## src/rtl/nand_timing_pkg.sv

```systemverilog
// constants and types for the multi-level nand strobe timing block
package nand_timing_pkg;

  // byte addresses of the register words
  localparam logic [7:0] TIMING_ADDR = 8'h00;
  localparam logic [7:0] CMD_ADDR = 8'h04;
  localparam logic [7:0] STATUS_ADDR = 8'h08;

  // timing register reset: slowest strobes
  localparam logic [31:0] TIMING_RST = 32'h03FF_FFFF;
  // writable bits of the timing register, rest read zero
  localparam logic [31:0] TIMING_WMASK = 32'h03FF_FFFF;

  // command register bits
  localparam int CMD_READ_BIT = 0;
  localparam int CMD_WRITE_BIT = 1;

  // status register bits
  localparam int ST_BUSY_BIT = 0;
  localparam int ST_RB_LOW_BIT = 1;
  localparam int ST_RELEASED_BIT = 2;
  localparam int ST_SAMPLING_BIT = 3;
  localparam int ST_RB_LEVEL_BIT = 4;

  // ahb transfer type codes
  localparam logic [1:0] HTRANS_NONSEQ = 2'h2;
  localparam logic [1:0] HTRANS_SEQ = 2'h3;

  // counter width, covers 31 busy delay and 15 + 7 release
  localparam int CNT_W = 6;

  // field layout of the timing register
  typedef struct packed {
    logic [5:0] rsvd;
    logic [1:0] ce_to_re; // chip_enable_to_read_delay
    logic [4:0] busy_dly;
    logic [2:0] turnaround; // bus_turnaround_count
    logic [3:0] rd_high;
    logic [3:0] rd_low;
    logic [3:0] wr_high;
    logic [3:0] wr_low;
  } flash_timing_t;

  // strobes toward the flash, all active low
  typedef struct packed {
    logic ce_n;
    logic re_n;
    logic we_n;
  } flash_strobe_t;

  // sequencer states
  typedef enum logic [1:0] {
    ST_IDLE,
    ST_LEAD,
    ST_STROBE,
    ST_TAIL
  } seq_state_t;

endpackage

```

## src/rtl/multilevel_nand_strobe_timing.sv

```systemverilog
// strobe timing generator with ahb-lite register access
`timescale 1ns/10ps
module multilevel_nand_strobe_timing
  import nand_timing_pkg::*;
(
  // clock, reset, enable
  input wire logic clock_i,
  input wire logic srst_i,
  input wire logic ce_i,
  // ahb-lite slave
  input wire logic hsel_i,
  input wire logic [31:0] haddr_i,
  input wire logic [1:0] htrans_i,
  input wire logic hwrite_i,
  input wire logic [2:0] hsize_i,
  input wire logic hready_i,
  input wire logic [31:0] hwdata_i,
  output logic [31:0] hrdata_o,
  output logic hreadyout_o,
  output logic hresp_o,
  // flash pins
  input wire logic rb_n_i,
  output flash_strobe_t strobe_o,
  output logic bus_released_o,
  output logic rb_sample_o
);

  // register file and snapshot
  flash_timing_t timing_r; // software timing word
  flash_timing_t snap_r; // copy used by the running cycle
  logic [31:0] hrdata_r; // registered read data
  logic rb_low_seen_r; // sticky: ready/busy seen low
  logic is_read_r; // running cycle is a read
  // ahb data phase bookkeeping
  logic wr_pend_r;
  logic [7:0] wr_addr_r;
  // ready/busy synchroniser
  logic rb_meta_r;
  logic rb_sync_r;
  // sequencer
  seq_state_t st_r;
  logic [CNT_W-1:0] cnt_r;
  // decoded timing of the running cycle
  logic [3:0] lo_s;
  logic [3:0] hi_s;
  logic [3:0] hg_s; // clamped high minus low
  logic [CNT_W-1:0] rel_end_s;
  logic [CNT_W-1:0] busy_s;
  logic [CNT_W-1:0] tail_end_s;
  // bus decode
  logic addr_ok_s;
  logic start_rd_s;
  logic start_wr_s;
  logic [31:0] status_s;

  // never stall except when frozen, always okay
  assign hreadyout_o = ce_i;
  assign hresp_o = 1'b0;
  assign hrdata_o = hrdata_r;
  assign addr_ok_s = hsel_i && hready_i && ce_i &&
                     (htrans_i == HTRANS_NONSEQ || htrans_i == HTRANS_SEQ);

  // command write starts a cycle only when idle
  assign start_rd_s = wr_pend_r && wr_addr_r == CMD_ADDR &&
                      hwdata_i[CMD_READ_BIT] && st_r == ST_IDLE;
  assign start_wr_s = wr_pend_r && wr_addr_r == CMD_ADDR &&
                      !hwdata_i[CMD_READ_BIT] &&
                      hwdata_i[CMD_WRITE_BIT] && st_r == ST_IDLE;

  // status word seen by software
  always_comb begin
    status_s = 32'h0000_0000;
    status_s[ST_BUSY_BIT] = st_r != ST_IDLE;
    status_s[ST_RB_LOW_BIT] = rb_low_seen_r;
    status_s[ST_RELEASED_BIT] = bus_released_o;
    status_s[ST_SAMPLING_BIT] = rb_sample_o;
    status_s[ST_RB_LEVEL_BIT] = rb_sync_r;
  end

  // address phase capture and read data
  always_ff @(posedge clock_i) begin
    if (srst_i) begin
      wr_pend_r <= 1'b0;
      wr_addr_r <= 8'h00;
      hrdata_r <= 32'h0000_0000;
    end else if (ce_i) begin
      wr_pend_r <= addr_ok_s && hwrite_i;
      wr_addr_r <= haddr_i[7:0];
      if (addr_ok_s && !hwrite_i) begin
        // unmapped words read as zero
        case (haddr_i[7:0])
          TIMING_ADDR: hrdata_r <= timing_r;
          STATUS_ADDR: hrdata_r <= status_s;
          default: hrdata_r <= 32'h0000_0000;
        endcase
      end
    end
  end

  // timing register write, upper bits stay zero
  always_ff @(posedge clock_i) begin
    if (srst_i) begin
      timing_r <= TIMING_RST;
    end else if (ce_i && wr_pend_r && wr_addr_r == TIMING_ADDR) begin
      timing_r <= hwdata_i & TIMING_WMASK;
    end
  end

  // two flops on the ready/busy pin
  always_ff @(posedge clock_i) begin
    if (srst_i) begin
      rb_meta_r <= 1'b1;
      rb_sync_r <= 1'b1;
    end else if (ce_i) begin
      rb_meta_r <= rb_n_i;
      rb_sync_r <= rb_meta_r;
    end
  end

  // decode the snapshot; high below low is taken as equal
  assign lo_s = is_read_r ? snap_r.rd_low : snap_r.wr_low;
  assign hi_s = is_read_r ? snap_r.rd_high : snap_r.wr_high;
  assign hg_s = (hi_s >= lo_s) ? hi_s - lo_s : 4'h0;
  assign rel_end_s = {2'b00, hg_s} +
                     (is_read_r ? {3'b000, snap_r.turnaround} : 6'h00);
  assign busy_s = {1'b0, snap_r.busy_dly};
  assign tail_end_s = (rel_end_s > busy_s) ? rel_end_s : busy_s;

  // snapshot taken at start, cycle never sees later writes
  always_ff @(posedge clock_i) begin
    if (srst_i) begin
      snap_r <= TIMING_RST;
      is_read_r <= 1'b0;
    end else if (ce_i && (start_rd_s || start_wr_s)) begin
      snap_r <= timing_r;
      is_read_r <= start_rd_s;
    end
  end

  // strobe sequencer
  always_ff @(posedge clock_i) begin
    if (srst_i) begin
      st_r <= ST_IDLE;
      cnt_r <= '0;
    end else if (ce_i) begin
      case (st_r)
        ST_IDLE: begin
          cnt_r <= '0;
          // reads wait the lead count first
          if (start_rd_s && timing_r.ce_to_re != 2'h0) begin
            st_r <= ST_LEAD;
          end else if (start_rd_s || start_wr_s) begin
            st_r <= ST_STROBE;
          end
        end
        ST_LEAD: begin
          // chip enable low, read enable still high
          if (cnt_r == {4'h0, snap_r.ce_to_re} - 6'h01) begin
            st_r <= ST_STROBE;
            cnt_r <= '0;
          end else begin
            cnt_r <= cnt_r + 6'h01;
          end
        end
        ST_STROBE: begin
          // strobe low for low field plus one
          if (cnt_r == {2'b00, lo_s}) begin
            st_r <= ST_TAIL;
            cnt_r <= '0;
          end else begin
            cnt_r <= cnt_r + 6'h01;
          end
        end
        ST_TAIL: begin
          // high phase, then release and busy wait
          if (cnt_r >= tail_end_s) begin
            st_r <= ST_IDLE;
            cnt_r <= '0;
          end else begin
            cnt_r <= cnt_r + 6'h01;
          end
        end
        default: begin
          st_r <= ST_IDLE;
          cnt_r <= '0;
        end
      endcase
    end
  end

  // strobe pins decoded from the state flops
  assign strobe_o.ce_n = st_r == ST_IDLE;
  assign strobe_o.re_n = !(st_r == ST_STROBE && is_read_r);
  assign strobe_o.we_n = !(st_r == ST_STROBE && !is_read_r);
  // on reads the flash owns the bus until the release count
  assign bus_released_o = !(is_read_r && (st_r == ST_STROBE ||
                          (st_r == ST_TAIL && cnt_r < rel_end_s)));
  // sampling only after the busy delay
  assign rb_sample_o = st_r == ST_TAIL && cnt_r >= busy_s;

  // sticky busy flag, set wins over the clear at start
  always_ff @(posedge clock_i) begin
    if (srst_i) begin
      rb_low_seen_r <= 1'b0;
    end else if (ce_i) begin
      if (rb_sample_o && !rb_sync_r) begin
        rb_low_seen_r <= 1'b1;
      end else if (start_rd_s || start_wr_s) begin
        rb_low_seen_r <= 1'b0;
      end
    end
  end

  // helper counters for the checks below
  logic [CNT_W-1:0] lead_len_r; // ce low before strobe
  logic [CNT_W-1:0] low_len_r; // strobe low cycles
  always_ff @(posedge clock_i) begin
    if (srst_i) begin
      lead_len_r <= '0;
      low_len_r <= '0;
    end else if (ce_i) begin
      lead_len_r <= (st_r == ST_LEAD) ? lead_len_r + 6'h01 :
                    (st_r == ST_IDLE) ? 6'h00 : lead_len_r;
      low_len_r <= (st_r == ST_STROBE) ? low_len_r + 6'h01 : 6'h00;
    end
  end
endmodule

```

## config.mk

```make
export PLATFORM = sky130hd
export DESIGN_NAME = multilevel_nand_strobe_timing
export DESIGN_NICKNAME = d
export VERILOG_FILES = /design/src/rtl/nand_timing_pkg.sv /design/src/rtl/multilevel_nand_strobe_timing.sv
export SDC_FILE = /design/constraint.sdc
export NUM_CORES = 1
export LEC_CHECK = 0
export ABC_AREA = 1
export BUFFER_PORTS_ARGS = -buffer_cell sky130_fd_sc_hd__buf_2
export CELL_PAD_IN_SITES_DETAIL_PLACEMENT = 0
export CELL_PAD_IN_SITES_GLOBAL_PLACEMENT = 1
export CORE_MARGIN = 3
export CORE_UTILIZATION = 39
export CTS_BUF_LIST = sky130_fd_sc_hd__clkbuf_16
export CTS_CLUSTER_SIZE = 24
export DETAILED_ROUTE_END_ITERATION = 12
export GPL_TIMING_DRIVEN = 0
export PLACE_DENSITY_LB_ADDON = 0.1
export SYNTH_ARGS = -nofsm -noshare
export SYNTH_HDL_FRONTEND = slang
export SYNTH_SLANG_ARGS = --single-unit
```

## constraint.sdc

```tcl
create_clock -name clock_i -period 6.4 [get_ports clock_i]
set_input_delay 1.28 -clock clock_i [delete_from_list [all_inputs] [get_ports clock_i]]
set_output_delay 1.28 -clock clock_i [all_outputs]
set_load 0.005 [all_outputs]
```

[Yosys cells after proc, flatten, opt, wreduce, memory -nomap -nowiden]
Cells that the tools add are included.
W data, S select, Z words.
Storage, ports and cells
  word-level logic and storage cells: 103
  bits in registers: 105
  output and inout port bits: 39
  input port bits: 76
Cells by class
  order comparisons: 5
  equality and inequality tests: 13
  mux-type cells: 18
  reductions and logical operators: 40
  $add $sub $neg: 4
Operator list (count)
  $pmux W26 S2: 1
  $pmux W6 S4: 1
  $logic_and A1 B1 Y1: 21
  $mux W6: 3
  $logic_not A8 Y1: 2
  $ge A6 B5 Y1: 2
  $mux W4: 3
  $mux W2: 5
  $eq A2 B2 Y1 const B: 4
  $eq A8 B3 Y1 const B: 1
  $eq A8 B4 Y1 const B: 1
  $pmux W2 S4: 1
  $logic_not A1 Y1: 7
  $add A6 B1 Y6 const B: 1
  $eq A6 B4 Y1: 1
  $eq A6 B6 Y1: 1
  $lt A6 B5 Y1: 1
  $ne A2 B2 Y1 const B: 3
  $reduce_bool A2 Y1: 3
  $add A4 B3 Y5: 1
  $gt A5 B5 Y1: 1
  $mux W5: 1
  $reduce_and A5 Y1: 1
  $ge A4 B4 Y1: 1
  9 further kinds: 13

[Longest topological paths before layout]
Gate-level depths: netlist of the first run.
  word-level depth: 10
  depth in mapped cells: 37
  mapped depth without buffers: 36

[Worst setup path after synthesis of the first run]
No wires, ideal clock.
  kind: register -> output
  start: register is_read_r
  end: output port bus_released_o
  cell stages (with the launch flop): 26
  path buffers: 2
  setup slack: 1.793 ns
  required time: 5.120 ns
  arrival: 3.327 ns
  cells stage by stage: dfxtp_1 buf_6 buf_8 mux2i_1 ha_1 inv_1 fa_1 nand2_1 nand3b_1 a21oi_1 inv_1 nand2_1 inv_1 ha_1 a21oi_1 nor2_1 nor2_1 nand2_1 nand2_1 inv_1 ha_1 a21oi_1 o21a_1 nand3_1 nand2_1 nand2_1
Between the ends
  word-level cells in the longest chain between the ends: 9
  elaborated cells between the ends (all ways): 12
  those cells by class: 2 x add/sub; 2 x order compare; 4 x mux; 4 x reduce/logical
RTL lines
  from (decl): line multilevel_nand_strobe_timing.sv:33  | logic is_read_r;
  from (signal assigned): line multilevel_nand_strobe_timing.sv:136  | is_read_r <= start_rd_s;
  $mux W4, on equally long branches: line multilevel_nand_strobe_timing.sv:122, multilevel_nand_strobe_timing.sv:121
  $sub A4 B4 Y4 or $ge A4 B4 Y1 (tied branches): line multilevel_nand_strobe_timing.sv:123  | assign hg_s = (hi_s >= lo_s) ? hi_s - lo_s : 4'h0;
  $mux W4: line multilevel_nand_strobe_timing.sv:123
  $add A4 B3 Y5: line multilevel_nand_strobe_timing.sv:124  | assign rel_end_s = {2'b00, hg_s} +
  $lt A6 B5 Y1: line multilevel_nand_strobe_timing.sv:197  | (st_r == ST_TAIL && cnt_r < rel_end_s)));
  $logic_and A1 B1 Y1: line multilevel_nand_strobe_timing.sv:197
  $logic_or A1 B1 Y1: line multilevel_nand_strobe_timing.sv:196  | assign bus_released_o = !(is_read_r && (st_r == ST_STROBE ||
  $logic_and A1 B1 Y1 *: line multilevel_nand_strobe_timing.sv:196
  $logic_not A1 Y1 *: line multilevel_nand_strobe_timing.sv:196
  to (decl): line multilevel_nand_strobe_timing.sv:24  | output logic bus_released_o,
Mark *: on every way between the ends. The rest lies on a longest branch, timed or not.

[Final worst setup path of the first run]
Same ends and word-level chain as after synthesis.

==> results of run 1 <==
[cell usage after synthesis, drive strengths merged, types with 2 or more instances]
cell type and instances:
nand2 240, dfxtp 99, inv 73, nand3 62, nor2 46, a21oi 44
ha 32, buf 23, o211ai 23, o21ai 22, clkbuf 15, nand4 5
xor2 4, nand3b 3, fa 2, mux2i 2, nor4 2, o21a 2
xnor2 2
[cells by family after synthesis]
family / Yosys count / share of synthesized area
other: 1 / 0.000738
muxes: 2 / 0.00394
buffers and inverters: 111 / 0.0978
xor gates and xnor gates: 6 / 0.0103
AOI/OAI and AO/OA: 96 / 0.112
and+or+nand+nor: 360 / 0.299
DFF: 99 / 0.390
adders and majority gates: 34 / 0.0867
[tightest hold or removal path, stage by stage, from the launching register on]
cell and delay [ns]:
dfxtp_1 0.33, nand2_1 0.05, nand3_1 0.05
[power by group through the flow]
stage | combinational (mW) | clock [mW] | sequential (mW)
floorplan | 0.0499 | 0 | 0.639
global placement | 0.0810 | 0 | 0.640
detailed placement | 0.0820 | 0 | 0.640
CTS | 0.0826 | 0.560 | 0.626
global route | 0.0934 | 0.584 | 0.627
finish | 0.0820 | 0.548 | 0.626
[flip-flops by register name (all words and copies together) (netlist names)]
name           flops
cnt_r              6
hrdata_o          26
wr_pend_r          1
snap_r            21
busy_s             5
rb_low_seen_r      1
st_r               2
is_read_r          1
rb_sync_r          1
timing_r          26
wr_addr_r          8
rb_meta_r          1
[path summary, 6_finish.rpt]
check | slack (ns) | cells after the start | to
max | 0.80 | 26 | bus_released_o
min | 0.46 | 2 | rb_meta_r$_SDFFE_PP1P_
max reg2reg | 1.01 | 35 | cnt_r[3]$_SDFFE_PP0P_
min reg2reg | 0.46 | 2 | rb_meta_r$_SDFFE_PP1P_
[cell type report]
class / instances / share of cell area
inverter: 73 / 0.0459
clock inverter: 5 / 0.0105
tap: 172 / 0.0361
buffer: 38 / 0.0373
clock buffer: 9 / 0.0378
sequential: 99 / 0.332
multi-input combinational: 505 / 0.440
timing repair buffer: 72 / 0.0604
[stage by stage]
stage               utilization  setup WS, ns  power (mW)  hold slack [ns]
global placement          0.448          1.14       0.721            0.442
floorplan                     -          1.79       0.689            0.429
detailed placement        0.448          1.06       0.722            0.443
global route              0.471         0.465        1.30            0.485
finish                    0.471         0.800        1.26            0.458
CTS                       0.471         0.774        1.27            0.460
[layer usage]
metal,vias to the layer above,track usage,routed length [µm]
li1,2441,-,-
met5,-,0,0
met2,101,0.308,6110
met3,8,0.0311,519
met4,0,0.0494,106
met1,2098,0.280,6850
==> results.toml, run 1 <==
[outcome]
status = "finished clean"

[critical_path]
regToRegStartpoint = "is_read_r$_SDFFE_PP0P_"
critPathMostFrequentCell = "nand2_1"
worstSetupPathType = "flip-flop to output port"
required_ns = 5.12
critical-path-top-delay-family = "adder cells"
setup.worst_path.start = "is_read_r$_SDFFE_PP0P_"
cp_max_fo = 10
critPathLaunchType = "flip-flop"
cpPeakStageDelay_ns = 0.38
worstPathArrival_ns = 4.32
crit_path_end_kind = "output port"
crit_slowest_cell = "fa_1"
critPathBufInv = 7

[routing]
antenna_violating_nets_post_route = 0
dr.first_iter.drc_count = 216
firstDrtPassIters = 5
post_drt_wl_per_cell_um = 14.0
via_per_inst = 4.78
num_vias = 4648
drcViolationCount = 0
totalWireLength_um = 13600

[cells_and_area]
antennaDiodeCount = 0
final_layout_size_suffix_gt1_frac = 0.162
final_common_cell = "nand2_1"
fillCellCount = 1346
syn2layout_area_growth_pct = 17.4
layout.nets = 908
multi_input_area_mm2 = 0.00262
stdcell_area_mm2 = 0.00597
regArea_mm2 = 0.00198
mostFrequentLayoutCells = "nand2_1 (236), dfxtp_1 (99), buf_2 (82)"
finalNonFillerCells = 973

[synth]
async_flop_share = 0
synth_cell_type_count = 39
netlist_instances = 709
yosysSeqAreaShare = 0.390
synth.top_cell.area_share = 0.390
synth_edf_count = 0
synth_seq_cells = 99
ys_top_cells_by_area = "dfxtp_1 (39%), nand2_1 (17%), ha_1 (7.9%)"
synth_largest_area_cell = "dfxtp_1"
synth_ff_type = "dfxtp_1"
netlist_area_mm2 = 0.00508
yosysWarnings = 0
syn-mean-instance-area_um2 = 7.16

[clock_network]
cts-root-buf = "clkbuf_16"
path_clk_slew_ns = 0.07
clock_sinks = 99
cts-hold-fix-buffers = 0
htree_levels = 3
cts_tree = "done"
cts_resized = 0
numCtsBuffers = 9
clk_path_buf_depth = 2
post_cts_buffers = 0
clk_latency_ns = 0.34

[die]
fp-row-count = 41
die_x_um = 120
dieArea_mm2 = 0.0144
core_area_mm2 = 0.0127
initial_utilization = 0.401
die_h_um = 120
ios = 115

[pwr]
p_leak_nw = 3.02
clkPwrFrac = 0.436
switching_power_uw = 303
power_frac_seq = 0.498
comb_power_share = 0.065
power_density_mw_per_mm2 = 211
swShare = 0.241
peakVddDrop_mv = 0.125
p_int_uw = 954

[min_path]
min_path_type = "flip-flop to flip-flop"
hp-start = "rb_meta_r$_SDFFE_PP1P_"

[placement]
hpwl_um = 10500
dp.cells = 959
dpl_cell_area_mm2 = 0.00568
gp_congestion = 0.805
numPortBuffers = 72

[sta]
worst_slew_pin_slew_ns = 0.715
grt_setup_unrepaired = "false"
skew_ns = 0.00597
fin_crit_ns = 5.60
setup_violations = 0
drv_slew = 0
fin_tns_setup_ns = 0
period_share = 0.875
finalHoldViolations = 0
slew_headroom = 0.524
fmax_mhz = 179

[grt]
grt_max_degree = 17
gr-total-overflow = 0
grt_antenna_before_repair = 0
grt_use_total = 0.195
grt_pass1_wl_um = 22300
first_global_vias = 4371

[run]
drv_cap = 0
(Power assumes the default switching activity.)
==> run 2, diff against run 1 <==
Settings changed: GPL_TIMING_DRIVEN 0 to 1.
==> run 2 against run 1 <==
  * Combinational power fell by 9.9%
  * Critical path depth fell by 4
  * First-iteration DRC count rose by 12%
  * Utilization fell by 1.5 points
  * Flip-flop and latch count did not move
  * Clock-buffer cell count did not move
  * Largest power group unchanged
==> results.toml, run 2 (synthesis results as in run 1) <==
[run]
drv_cap = 0

[cells_and_area]
mostFrequentLayoutCells = "nand2_1 (236), dfxtp_1 (99), buf_2 (73)"
syn2layout_area_growth_pct = 13.7
final_layout_size_suffix_gt1_frac = 0.144
fin_util = 0.456
fillCellCount = 1343
layout.nets = 874
antennaDiodeCount = 0
final_common_cell = "nand2_1"

[sta]
fmax_mhz = 176
drv_slew = 0
slew_headroom = 0.230
whs_ns = 0.462
setup_violations = 0
fin_crit_ns = 5.67
worst_slack_ns = 0.729
finalHoldViolations = 0
skew_ns = 0.00810
worst_slew_pin_slew_ns = 1.15
grt_setup_unrepaired = "false"
fin_tns_setup_ns = 0
period_share = 0.886

[pwr]
p_int_uw = 949
clkPwrFrac = 0.436
comb_power_share = 0.060
power.total_mw = 1.24
power_density_mw_per_mm2 = 215
peakVddDrop_mv = 0.118
p_leak_nw = 2.91
swShare = 0.235
power_frac_seq = 0.505
switching_power_uw = 292

[critical_path]
required_ns = 5.12
critPathLaunchType = "flip-flop"
worstPathArrival_ns = 4.39
crit_path_end_kind = "output port"
cp_max_fo = 8
worstSetupPathType = "flip-flop to output port"

[die]
die_h_um = 120
fp-row-count = 41
core_area_mm2 = 0.0127
die_x_um = 120
dieArea_mm2 = 0.0144
ios = 115
initial_utilization = 0.401

[clock_network]
clock_sinks = 99
cts_tree = "done"
cts-root-buf = "clkbuf_16"
numCtsBuffers = 9
cts-hold-fix-buffers = 0
cts_resized = 0
post_cts_buffers = 0
clk_path_buf_depth = 2
htree_levels = 3
clk_latency_ns = 0.35
path_clk_slew_ns = 0.07

[routing]
dr.first_iter.drc_count = 241
totalWireLength_um = 12600
post_drt_wl_per_cell_um = 13.4
via_per_inst = 4.82
num_vias = 4539
firstDrtPassIters = 5
drcViolationCount = 0
antenna_violating_nets_post_route = 0

[placement]
numPortBuffers = 73
place_ws_ns = 0.986
hpwl_um = 9130
gp_congestion = 0.820

[outcome]
status = "finished clean"

[grt]
first_global_vias = 4366
gr-total-overflow = 0
grt_max_degree = 69
grt_antenna_before_repair = 0
grt_use_total = 0.182
grt_pass1_wl_um = 21300

[min_path]
min_path_type = "flip-flop to flip-flop"
-- run 2: final cells by class --
type / instances / area (µm²) / share of cell area
clock buffer: 9 / 225 / 0.0390
sequential: 99 / 1980 / 0.343
clock inverter: 7 / 66.3 / 0.0115
inverter: 73 / 274 / 0.0474
multi-input combinational: 505 / 2630 / 0.455
tap: 172 / 215 / 0.0373
timing repair buffer: 76 / 388 / 0.0671
-- run 2: path summary, 6_finish.rpt --
path | slack [ns] | start | depth (start not counted) | endpoint
min reg2reg | 0.46 | hrdata_o[21]$_SDFFE_PP0P_ | 2 | hrdata_o[21]$_SDFFE_PP0P_
max | 0.73 | is_read_r$_SDFFE_PP0P_ | 22 | bus_released_o
max reg2reg | 0.97 | is_read_r$_SDFFE_PP0P_ | 33 | cnt_r[1]$_SDFFE_PP0P_
min | 0.46 | hrdata_o[21]$_SDFFE_PP0P_ | 2 | hrdata_o[21]$_SDFFE_PP0P_
-- run 2: power groups by stage --
stage	Combinational (mW)	Clock, mW	Sequential (mW)
after floorplan	0.0499	0	0.639
after global placement	0.0735	0	0.640
after detailed placement	0.0742	0	0.641
after CTS	0.0745	0.553	0.626
after global routing	0.0842	0.581	0.627
final	0.0739	0.541	0.626
-- run 2: metal layers --
layer / global-route usage / up-vias / share of wire
li1: - / 2379 / -
met1: 0.254 / 2055 / 0.50
met2: 0.276 / 89 / 0.43
met3: 0.0372 / 16 / 0.044
met4: 0.0723 / 0 / 0.021
met5: 0 / - / 0
-- run 2: worst max-delay path, stage by stage, from the launching register on --
cell,delay [ns]
dfxtp_1,0.58
mux2i_1,0.28
ha_1,0.17
inv_1,0.06
fa_1,0.39
nand2_1,0.11
nand3b_1,0.09
a21oi_1,0.29
inv_1,0.10
nand2_1,0.07
nor2_1,0.04
ha_1,0.31
inv_1,0.09
nor2_1,0.04
o21ai_0,0.42
ha_1,0.33
nand2_1,0.09
nor2_1,0.05
o21ai_0,0.08
nand3_1,0.13
nand2_1,0.10
nand2_1,0.08
buf_2,0.15
-- run 2: through the flow --
stage                     instances  cell area (µm²)
after detailed placement        925             5490
after global routing            941             5780
after CTS                       941             5780
after floorplan                 715             5100
after global placement          925             5490
final                           941             5780
